$ cat config.mk
export PLATFORM = sky130hd
export DESIGN_NAME = ftm_modulator
export DESIGN_NICKNAME = d
export VERILOG_FILES = /design/src/design/ftm_pkg.sv /design/src/design/ftm_modulator.sv /design/src/design/ftm_sine_rom.sv
export VERILOG_INCLUDE_DIRS = /design/src /design/src/design
export SDC_FILE = /design/constraint.sdc
export NUM_CORES = 1
export LEC_CHECK = 0
export BUFFER_PORTS_ARGS = -buffer_cell sky130_fd_sc_hd__buf_2
export CORE_AREA = 2 2 137 139
export CTS_CLUSTER_SIZE = 20
export DETAILED_ROUTE_END_ITERATION = 7
export DIE_AREA = 0 0 139 141
export PLACE_DENSITY_LB_ADDON = 0.15
export SLEW_MARGIN = 20
export SYNTH_ARGS = -nofsm -noshare
export SYNTH_HDL_FRONTEND = slang
export SYNTH_SLANG_ARGS = --single-unit
$ cat constraint.sdc
create_clock -name clk_sys -period 5.6 [get_ports clk_sys]
set_input_delay 0 -clock clk_sys [delete_from_list [all_inputs] [get_ports clk_sys]]
set_output_delay 0 -clock clk_sys [all_outputs]
set_load 0.03 [all_outputs]
$ cat src/design/ftm_consts.svh
// Constant values shared by the tone modulator design files.
`ifndef FTM_CONSTS_SVH
`define FTM_CONSTS_SVH

// ----------------------------------------------------------------------
// Clock rates
// ----------------------------------------------------------------------
`define FTM_SYS_HZ 125000000
`define FTM_OSC_HZ 3579545
`define FTM_ACC_W 28

// ----------------------------------------------------------------------
// Tone divisors in oscillator ticks, for sixteen slots per tone period
// ----------------------------------------------------------------------
`define FTM_DIV_W 8
`define FTM_DIV_ORG_MARK 8'hB0
`define FTM_DIV_ORG_SPACE 8'hD1
`define FTM_DIV_ANS_MARK 8'h65
`define FTM_DIV_ANS_SPACE 8'h6E

// ----------------------------------------------------------------------
// Widths and reset values
// ----------------------------------------------------------------------
`define FTM_PHASE_W 4
`define FTM_DAC_W 8
`define FTM_DAC_MID 8'h80
`define FTM_CD_W 16

`endif

$ cat src/design/ftm_pkg.sv
// Types shared by the tone modulator design files.
`default_nettype none
package ftm_pkg;
   // Operating modes chosen from the mode pins.
   typedef enum logic [1:0] {
      FTM_ORIGINATE,
      FTM_ANSWER,
      FTM_LOOPBACK,
      FTM_SHUTDOWN
   } ftm_mode_type;
endpackage
`default_nettype wire

$ cat src/design/ftm_modulator.sv
// Top of the FSK tone modulator with mode control and carrier qualifier.
`include "ftm_consts.svh"
`default_nettype none
// How it works
// The tone divisor is picked from the transmit bit and the originate/answer select.
// The divider emits a tick at sixteen times the transmitted tone frequency.
// Each divider tick advances a four-bit slot counter through one sine period.
// The slot counter is looked up in the sine table and the code goes to the DAC.
// A change of transmit bit only changes the next divisor and never resets the phase.
// Carrier sense goes low only after the carrier stayed above threshold for the delay.
// All internal rates come from one 3.58 MHz oscillator tick made from the system clock.
// Control logic picks originate, answer or loopback and sets both paths to match.
// Loopback and squelch together put the block in low-power shutdown.
// The line driver is disabled while squelch is asserted.
// Loopback select without squelch enters loopback; with loopback select low the select input picks originate or answer.
// Divisors give 1270/1070 Hz in originate and 2225/2025 Hz in answer.
module ftm_modulator
   import ftm_pkg::*;
#(
   parameter int SYS_HZ = `FTM_SYS_HZ,
   parameter int OSC_HZ = `FTM_OSC_HZ
) (
   input wire logic clk_sys,
   input wire logic srst,
   input wire logic tx_bit,
   input wire logic orig_sel,
   input wire logic loopback_sel,
   input wire logic driver_squelch,
   input wire logic carrier_above,
   input wire logic [15:0] carrier_delay_cap,
   output logic [7:0] dac_code,
   output logic line_drive_en,
   output logic tx_band_high,
   output logic rx_band_high,
   output logic loop_active,
   output logic power_down,
   output logic carrier_sense_n
);
   // ----------------------------------------------------------------------
   // Parameter checks
   // ----------------------------------------------------------------------
   if (OSC_HZ <= 0 || 2 * OSC_HZ > SYS_HZ || SYS_HZ >= (1 << 27)) begin : g_bad_rates
      $error("ftm_modulator: clock rates out of range");
   end

   localparam logic [`FTM_ACC_W-1:0] ACC_STEP = `FTM_ACC_W'(OSC_HZ);
   localparam logic [`FTM_ACC_W-1:0] ACC_WRAP = `FTM_ACC_W'(SYS_HZ);

   ftm_mode_type mode_q;
   ftm_mode_type mode_d;
   logic [`FTM_ACC_W-1:0] acc_q;
   logic [`FTM_ACC_W-1:0] acc_sum;
   logic osc_tick;
   logic [`FTM_DIV_W-1:0] div_cnt_q;
   logic [`FTM_DIV_W-1:0] divisor;
   logic tone_tick;
   logic running;
   logic [`FTM_PHASE_W-1:0] phase_q;
   logic [`FTM_DAC_W-1:0] rom_code;
   logic [`FTM_DAC_W-1:0] dac_q;
   logic drive_q;
   logic tx_high_q;
   logic rx_high_q;
   logic [`FTM_CD_W-1:0] cd_cnt_q;
   logic cd_n_q;

   // ----------------------------------------------------------------------
   // Mode control
   // ----------------------------------------------------------------------
   // Mode decode from the three control pins.
   always_comb begin
      if (loopback_sel && driver_squelch) begin
         mode_d = FTM_SHUTDOWN;
      end else if (loopback_sel) begin
         mode_d = FTM_LOOPBACK;
      end else if (orig_sel) begin
         mode_d = FTM_ORIGINATE;
      end else begin
         mode_d = FTM_ANSWER;
      end
   end

   // Mode register.
   always_ff @(posedge clk_sys) begin
      if (srst) begin
         mode_q <= FTM_SHUTDOWN;
      end else begin
         mode_q <= mode_d;
      end
   end

   assign running = (mode_q != FTM_SHUTDOWN);

   // Path configuration; loopback hears its own band.
   always_ff @(posedge clk_sys) begin
      if (srst) begin
         tx_high_q <= 1'b0;
         rx_high_q <= 1'b0;
      end else begin
         case (mode_d)
            FTM_ORIGINATE: begin
               tx_high_q <= 1'b0;
               rx_high_q <= 1'b1;
            end
            FTM_ANSWER: begin
               tx_high_q <= 1'b1;
               rx_high_q <= 1'b0;
            end
            FTM_LOOPBACK: begin
               tx_high_q <= !orig_sel;
               rx_high_q <= !orig_sel;
            end
            default: begin
               tx_high_q <= tx_high_q;
               rx_high_q <= rx_high_q;
            end
         endcase
      end
   end

   // Line driver enable; off under squelch and shutdown.
   always_ff @(posedge clk_sys) begin
      if (srst) begin
         drive_q <= 1'b0;
      end else begin
         drive_q <= !driver_squelch;
      end
   end

   // ----------------------------------------------------------------------
   // Oscillator tick
   // ----------------------------------------------------------------------
   assign acc_sum = acc_q + ACC_STEP;
   assign osc_tick = running && (acc_sum >= ACC_WRAP);

   // Fractional accumulator; the tick averages the crystal rate.
   always_ff @(posedge clk_sys) begin
      if (srst) begin
         acc_q <= '0;
      end else if (running) begin
         acc_q <= osc_tick ? acc_sum - ACC_WRAP : acc_sum;
      end
   end

   // ----------------------------------------------------------------------
   // Dual-modulus tone divider
   // ----------------------------------------------------------------------
   // Divisor from band and bit.
   always_comb begin
      case ({tx_high_q, tx_bit})
         2'b01: divisor = `FTM_DIV_ORG_MARK;
         2'b00: divisor = `FTM_DIV_ORG_SPACE;
         2'b11: divisor = `FTM_DIV_ANS_MARK;
         default: divisor = `FTM_DIV_ANS_SPACE;
      endcase
   end

   assign tone_tick = osc_tick && (div_cnt_q == '0);

   // Down counter reloaded with the divisor chosen at that moment.
   always_ff @(posedge clk_sys) begin
      if (srst) begin
         div_cnt_q <= '0;
      end else if (tone_tick) begin
         div_cnt_q <= divisor - `FTM_DIV_W'(1);
      end else if (osc_tick) begin
         div_cnt_q <= div_cnt_q - `FTM_DIV_W'(1);
      end
   end

   // ----------------------------------------------------------------------
   // Slot counter and sine output
   // ----------------------------------------------------------------------
   // Phase only moves on a tone tick and is never cleared by a bit change.
   always_ff @(posedge clk_sys) begin
      if (srst) begin
         phase_q <= '0;
      end else if (tone_tick) begin
         phase_q <= phase_q + `FTM_PHASE_W'(1);
      end
   end

   ftm_sine_rom u_rom (
      .slot(phase_q),
      .code(rom_code)
   );

   // DAC code register; midscale while shut down.
   always_ff @(posedge clk_sys) begin
      if (srst) begin
         dac_q <= `FTM_DAC_MID;
      end else begin
         dac_q <= running ? rom_code : `FTM_DAC_MID;
      end
   end

   // ----------------------------------------------------------------------
   // Carrier qualifier
   // ----------------------------------------------------------------------
   // Counts oscillator ticks of continuous carrier, saturating at the delay.
   always_ff @(posedge clk_sys) begin
      if (srst || !running || !carrier_above) begin
         cd_cnt_q <= '0;
      end else if (osc_tick && cd_cnt_q < carrier_delay_cap) begin
         cd_cnt_q <= cd_cnt_q + `FTM_CD_W'(1);
      end
   end

   // Active-low sense output; releases at once when the carrier drops.
   always_ff @(posedge clk_sys) begin
      if (srst) begin
         cd_n_q <= 1'b1;
      end else begin
         cd_n_q <= !(running && carrier_above && cd_cnt_q >= carrier_delay_cap);
      end
   end

   assign dac_code = dac_q;
   assign line_drive_en = drive_q && running;
   assign tx_band_high = tx_high_q;
   assign rx_band_high = rx_high_q;
   assign loop_active = (mode_q == FTM_LOOPBACK);
   assign power_down = !running;
   assign carrier_sense_n = cd_n_q;

   // ----------------------------------------------------------------------
   // Assertions
   // ----------------------------------------------------------------------
   property p_div_reload;
      @(posedge clk_sys) disable iff (srst)
         tone_tick |=> div_cnt_q == $past(divisor) - `FTM_DIV_W'(1);
   endproperty
   a_div_reload: assert property (p_div_reload) else $error("divisor not reloaded");

   property p_mark_org;
      @(posedge clk_sys) disable iff (srst)
         (tone_tick && !tx_band_high && tx_bit) |=> div_cnt_q
            == `FTM_DIV_ORG_MARK - `FTM_DIV_W'(1);
   endproperty
   a_mark_org: assert property (p_mark_org) else $error("wrong originate mark divisor");
   property p_tick_on_osc;
      @(posedge clk_sys) disable iff (srst)
         tone_tick |-> osc_tick && running;
   endproperty
   a_tick_on_osc: assert property (p_tick_on_osc) else $error("tone tick off oscillator");
   property p_phase_step;
      @(posedge clk_sys) disable iff (srst)
         tone_tick |=> phase_q == $past(phase_q) + `FTM_PHASE_W'(1);
   endproperty
   a_phase_step: assert property (p_phase_step) else $error("phase did not step");
   property p_dac_follow;
      @(posedge clk_sys) disable iff (srst)
         running |=> dac_code == $past(rom_code);
   endproperty
   a_dac_follow: assert property (p_dac_follow) else $error("dac code stale");
   property p_phase_hold;
      @(posedge clk_sys) disable iff (srst)
         ($changed(tx_bit) && !tone_tick) |=> $stable(phase_q);
   endproperty
   a_phase_hold: assert property (p_phase_hold) else $error("phase moved on bit change");
   property p_cd_qualified;
      @(posedge clk_sys) disable iff (srst)
         $fell(carrier_sense_n) |-> $past(cd_cnt_q) >= $past(carrier_delay_cap)
            && $past(carrier_above);
   endproperty
   a_cd_qualified: assert property (p_cd_qualified) else $error("carrier sense early");
   property p_cd_release;
      @(posedge clk_sys) disable iff (srst)
         !carrier_above |=> carrier_sense_n;
   endproperty
   a_cd_release: assert property (p_cd_release) else $error("carrier sense held");
   property p_loopback;
      @(posedge clk_sys) disable iff (srst)
         (loopback_sel && !driver_squelch) |=> loop_active && tx_band_high == rx_band_high;
   endproperty
   a_loopback: assert property (p_loopback) else $error("loopback not entered");

   property p_shutdown;
      @(posedge clk_sys) disable iff (srst)
         (loopback_sel && driver_squelch) |=> (power_down && !line_drive_en)
            ##1 (dac_code == `FTM_DAC_MID);
   endproperty
   a_shutdown: assert property (p_shutdown) else $error("shutdown not entered");

   property p_squelch;
      @(posedge clk_sys) disable iff (srst)
         driver_squelch |=> !line_drive_en;
   endproperty
   a_squelch: assert property (p_squelch) else $error("driver not squelched");

   c_tone: cover property (@(posedge clk_sys) disable iff (srst) tone_tick && phase_q == 4'hF);
   c_cd: cover property (@(posedge clk_sys) disable iff (srst) $fell(carrier_sense_n));
   c_bit: cover property (@(posedge clk_sys) disable iff (srst) running && $changed(tx_bit));
endmodule
`default_nettype wire

$ cat src/design/ftm_sine_rom.sv
// Sixteen-entry staircase sine table in offset binary.
`default_nettype none
module ftm_sine_rom (
   input wire logic [3:0] slot,
   output logic [7:0] code
);
   // One code per time slot, centred on midscale.
   always_comb begin
      case (slot)
         4'h0: code = 8'h80;
         4'h1: code = 8'hB1;
         4'h2: code = 8'hDA;
         4'h3: code = 8'hF5;
         4'h4: code = 8'hFF;
         4'h5: code = 8'hF5;
         4'h6: code = 8'hDA;
         4'h7: code = 8'hB1;
         4'h8: code = 8'h80;
         4'h9: code = 8'h4F;
         4'hA: code = 8'h26;
         4'hB: code = 8'h0B;
         4'hC: code = 8'h01;
         4'hD: code = 8'h0B;
         4'hE: code = 8'h26;
         4'hF: code = 8'h4F;
         default: code = 8'h80;
      endcase
   end
endmodule
`default_nettype wire

### Word level (Yosys, flattened, before mapping)

Memories as Yosys holds them, arrays and structs flattened. A register that Yosys moved wholly into a read port is not among the register bits.
Cells that the tools add are included.

* input bits: 23
* output and inout bits: 14
* register bits: 62
* memories: 1
* memory bits (read-only): 128

* reduce and logical (&&, ||, !) cells: 20
* order comparisons: 3
* add/sub/neg operators: 6
* eq/ne operators: 6
* bitwise gates (word level): 1
* muxes and demuxes: 9

Memory list
* (name not given): depth 16, bits a word 8, read ports 1, clocked after Yosys merged registers in 1, wr ports 0, RTL line ftm_sine_rom.sv:9 `case (slot)`

Operators with widths (number)
* adder 28 x 22 -> 28 bit, second input constant: 1
* greater-or-equal comparator 28 x 27 -> 1 bit, second input constant: 1
* two-way mux 28 bit: 1
* subtractor 28 x 27 -> 28 bit, second input constant: 1
* case mux 8 bit (3 select lines): 1
* adder 16 x 1 -> 16 bit, second input constant: 1
* greater-or-equal comparator 16 bit: 1
* < comparator 16 bit: 1
* two-way mux 8 bit: 2
* subtractor 8 x 1 -> 8 bit, second input constant: 2
* zero test 8 bit: 1
* logical AND 1 bit: 7
* == test 2 bit, second input constant: 3
* case mux 1 bit (3 select lines): 2
* zero test 1 bit: 5
* adder 4 x 1 -> 4 bit, second input constant: 1
* == test 2 x 1 -> 1 bit, second input constant: 2
* zero test 2 bit: 2
* two-way mux 2 bit: 2
* nonzero test 3 bit: 1
* logical OR 1 bit: 2
* != test 2 bit, second input constant: 1
* nonzero test 2 bit: 1
* OR reduction 2 bit: 1
* 2 further kinds: 2

### Logic depth before layout (Yosys ltp)

* word-level depth: 5
* gate-level depth with buffers: 22
* depth with buffers taken out: 21

### Cells and area by module

A second synthesis with hierarchy kept.

* cell total of the unflattened synthesis: 679
* area total of the unflattened synthesis: 5382.7 um^2

By module, submodules not included
* ftm_modulator: instances 1, area each 5132.4 um^2, cells each 648, sequential area each 1401.3 um^2
* ftm_sine_rom: instances 1, area each 250.2 um^2, cells each 31, sequential area each 0.0 um^2

### Least setup slack after synthesis

OpenSTA, ideal clock, no wires.

* kind: reg-to-reg
* from: register acc_q[0]
* to: register div_cnt_q[6]
* period minus slack after synthesis: 4.051 ns
* setup slack: 1.549 ns
* cell stages (with the launch flop): 20
* required time: 5.526 ns
* arrival: 3.977 ns
* library setup time: 0.074 ns
* path through: dfxtp_1 -> ha_1 -> a211o_1 -> buf_2 -> a211oi_4 -> o21ai_2 -> a221o_1 -> nor3_2 -> a21oi_2 -> a31oi_4 -> o21ai_2 -> and3_1 -> clkbuf_1 -> a21oi_1 -> ha_1 -> nand2b_1 -> nor4_1 -> nand4_1 -> a211o_1 -> a31oi_1

* cells in the longest elaborated chain, start to end: 5
* elaborated cells on any way between the ends: 6
* those cells by class: add/sub: 1; order compare: 1; mux: 1; reduce/logical: 3

Ends and longest elaborated chain
* from (decl): RTL line ftm_modulator.sv:51 `` logic [`FTM_ACC_W-1:0] acc_q; ``
* from (signal assigned): RTL line ftm_modulator.sv:141 `acc_q <= osc_tick ? acc_sum - ACC_WRAP : acc_sum;`
* adder 28 x 22 -> 28 bit (*): RTL line ftm_modulator.sv:133 `assign acc_sum = acc_q + ACC_STEP;`
* greater-or-equal comparator 28 x 27 -> 1 bit (*): RTL line ftm_modulator.sv:134 `assign osc_tick = running && (acc_sum >= ACC_WRAP);`
* logical AND 1 bit (*): RTL line ftm_modulator.sv:134
* logical AND 1 bit: RTL line ftm_modulator.sv:158 `assign tone_tick = osc_tick && (div_cnt_q == '0);`
* two-way mux 8 bit or nonzero test 2 bit (tied branches)
* to (signal assigned): RTL line ftm_modulator.sv:165 `` div_cnt_q <= divisor - `FTM_DIV_W'(1); ``
* to (signal assigned): RTL line ftm_modulator.sv:167 `` div_cnt_q <= div_cnt_q - `FTM_DIV_W'(1); ``
* to (decl): RTL line ftm_modulator.sv:54 `` logic [`FTM_DIV_W-1:0] div_cnt_q; ``

Mark *: on every way between the ends. The rest lies on a longest branch, timed or not.
A chain may end at the register's enable or synchronous reset.

### Worst setup path after layout

* from: register acc_q[0]
* to: register div_cnt_q[4]

Same word-level chain as after synthesis.

==> impl_metrics.toml <==
[run_status]
status = "complete, no violations"

[placement]
place_congestion = 0.835
dpl_cell_area_sq_um = 5690
place_hpwl_mm = 9.97
pre_cts_slack_ps = 962
io_buffers = 36
dp_cells = 916

[clock_network]
h-tree-depth = 3
clock_path_buffers = 2
clkTransAtPathRegs_ps = 60
clkLatencyLatePin_ps = 350
numCtsBuffers = 9
cts_sinks = 70
tritoncts = "built"
post_cts.repair.setup_buffers = 0
cts-root-buf = "clkbuf_16"
cts_resized = 0
holdBufCountCts = 5

[sta]
skew_ps = 7.89
period_share_pct = 83.3
fin_setup_tns_ps = 0
slew_headroom_pct = 40.8
rsz0062_at_grt = "false"
fmax_mhz = 214
worst_slack_ps = 935
worstMarginPinSlew_ps = 879
min_period_ps = 4670
hold_viol = 0
setup_violations = 0
slew_violations = 0

[synth]
ys_seq_area_share_pct = 26.2
avgSynthCellArea_sq_um = 7.89
synth_top_area_cell = "dfxtp_1"
synthSimpleGateAreaFrac_pct = 25.0
yosys.area.top_type_share_pct = 26.2
ys.flop_type = "dfxtp_1"
synth_compound_area_share_pct = 24.2
synth.cell_area_sq_um = 5350
synth_top_family_by_area = "simple AND/OR/NAND/NOR gates"
yosys-mux-area-fraction_pct = 3.30
yosys_warnings = 0
ys_ff_latch = 70
syn_nets = 733
async_reset_ff_share_pct = 0
synthAdderAreaFrac_pct = 7.67
synth_edf_count = 0
synth.area.top_cells = "dfxtp_1 26%, ha_1 7.5%, nor2_1 5.8%, xor2_1 4.1%, a21oi_1 3.9%"
syn_inst = 678
synthXorXnorAreaFrac_pct = 8.00
ys_types = 84

[floorplan]
die_y_um = 141
die_w_um = 139
rows = 50
initial_core_util_pct = 29.3
die_area_sq_um = 19600
io_pins = 37
core_sq_um = 18300

[job]
maxCapViolCount = 0

[worst_setup_path]
slowest_delay_ps = 470
r2r_cells = 21
worstPathRequired_ps = 5870
r2r-start = "acc_q[0]"
cp.buffers_inverters = 0
worstPathArrival_ps = 4940
worst-setup-path-type = "flip-flop to flip-flop"
cp_slowest_cell = "dfxtp_1"
crit_path_cell_trace = "ha_1, a211o_1, nand2_1, xnor2_1, ha_1, and4b_1, nand4_1, a31oi_1, o211ai_1, a21oi_2, a31oi_4, o21ai_2, nand3_1, nor2_1, nor2_1, ha_1, nand2b_1, nor2_1, o21ai_0, nand2_1, a31oi_1"
crit_path_start = "acc_q[0]"
regToRegEndpoint = "div_cnt_q[4]"
critPathMaxFanout = 9
cp_top_family = "compound AO/OA/AOI/OAI gates"
rrSetupSlack_ps = 930
crit_path_end_kind = "flip-flop"
worstSetupStartpointType = "flip-flop"

[global_routing]
grt_pass1_wl_mm = 23.4
grt_max_degree = 34
antenna_found_initial = 0
overflow = 0
grt_use_total_pct = 14.5
grt_pass1_vias = 4710

[min_path]
holdPathStages = 2
hp-class = "input port to flip-flop"
min_from = "srst"
hold_end = "drive_q"

[power_and_ir_drop]
power_leakage_uw = 0.00239
ir_worst_vdd_mv = 0.162
power_density_nw_per_um2 = 327

[routing]
wire_per_inst_um = 14.8
routed_wirelength_mm = 13.9
first_iter_violations = 260
via_count = 4910
via_per_inst = 5.24
first_pass_iters = 4
ant_nets = 0
drc = 0

[finish]
postLayoutCellArea_sq_um = 6120
final_util_pct = 33.5
num_antenna_cells = 0
instances_no_fill = 937
final_nets = 753
area_delta_synth_final_pct = 14.4
layout-drive-gt1-share_pct = 13.5
[sequential cells by signal, summed over array words and instances, names as in the netlist]
register	cells
acc_q	28
cd_cnt_q	16
dac_code	8
div_cnt_q	8
phase_q	4
mode_q	2
carrier_sense_n	1
drive_q	1
rx_band_high	1
tx_band_high	1
[worst reg2reg max path: cells and delay by family, from the launching register on]
| family | cells | cell delay [ps] |
|---|---|---|
| DFF | 1 | 470 |
| and+or+nand+nor | 9 | 1320 |
| AOI/OAI and AO/OA | 8 | 1880 |
| adders and majority gates | 3 | 690 |
| xor gates and xnor gates | 1 | 230 |
[Yosys cell counts (all sizes together), types with 5 or more instances]
master  instances
o21ai          33
and2            5
o211ai         13
xor2           26
nor3           16
nor4            6
nand2          50
or3            12
nand2b          8
nand3          24
inv            31
o21a            8
nor2b          13
a211oi         12
nand4          14
a21o            6
buf            14
a21oi          43
nor2           84
dfxtp          70
xnor2          22
a31oi          12
mux2           11
clkbuf         25
ha             32
and3           10
a211o           5
o31ai           7
[logic make-up (layout without fill, tap and decap cells)]
kind of cell    Yosys count  in the layout
flops                    70             70
xor+xnor                 48             48
fa+ha+maj                33             33
mux                      15             15
buf+inv                  70             95
compound gates          177            177
simple gates            265            265
[final cells by class]
| type | count | area [sq um] |
|---|---|---|
| Fill cell | 1924 | 12100 |
| Clock buffer | 11 | 253 |
| Clock inverter | 5 | 129 |
| Timing Repair Buffer | 48 | 283 |
| Multi-Input combinational cell | 538 | 3640 |
| Sequential cell | 70 | 1400 |
| Tap cell | 234 | 293 |
| Inverter | 31 | 116 |
[metrics by stage]
| step | power (uW) | hold slack, ps |
|---|---|---|
| after global placement | 1250 | 195 |
| after global routing | 2120 | 203 |
| final | 2000 | 145 |
| after floorplan | 1110 | 71.8 |
| after detailed placement | 1260 | 200 |
| after CTS | 2010 | 164 |
[layer usage]
layer | wire (um) | track usage (%) | share of wire (%) | vias to the layer above
met5 | 0 | 0 | 0 | -
met4 | 304 | 6.22 | 2.2 | 0
met3 | 358 | 2.41 | 2.6 | 22
met1 | 6650 | 18.3 | 48 | 2322
met2 | 6580 | 24.4 | 47 | 70
li1 | - | - | - | 2496
[power by group]
| group | switching, uW | internal, uW |
|---|---|---|
| clock | 237 | 506 |
| sequential | 96.3 | 538 |
| combinational | 369 | 254 |
[cells in the final DEF, fill, tap and decap left out, types with 8 or more instances in the layout]
cell type  Yosys  layout
nor2_1        83      83
dfxtp_1       70      70
nand2_1       50      50
a21oi_1       42      42
buf_2          5      36
ha_1          32      32
inv_1         31      31
o21ai_0       28      28
xor2_1        25      25
nand3_1       24      24
xnor2_1       22      22
nor3_1        14      14
nand4_1       14      14
nor2b_1       13      13
o211ai_1      12      12
or3_1         12      12
a31oi_1       10      10
and3_1        10      10
mux2_2        10      10
clkbuf_16      0       9
a211oi_1       8       8
nand2b_1       8       8
o21a_1         8       8
[how the worst max path moves through the flow]
stage,to,depth (start not counted)
2_1_floorplan,div_cnt_q[6],19
4_1_cts,div_cnt_q[6],20
3_3_place_gp,div_cnt_q[4],21
3_5_place_dp,div_cnt_q[6],20
6_report,div_cnt_q[4],21
5_1_grt,div_cnt_q[4],21
(Power assumes the default switching activity.)
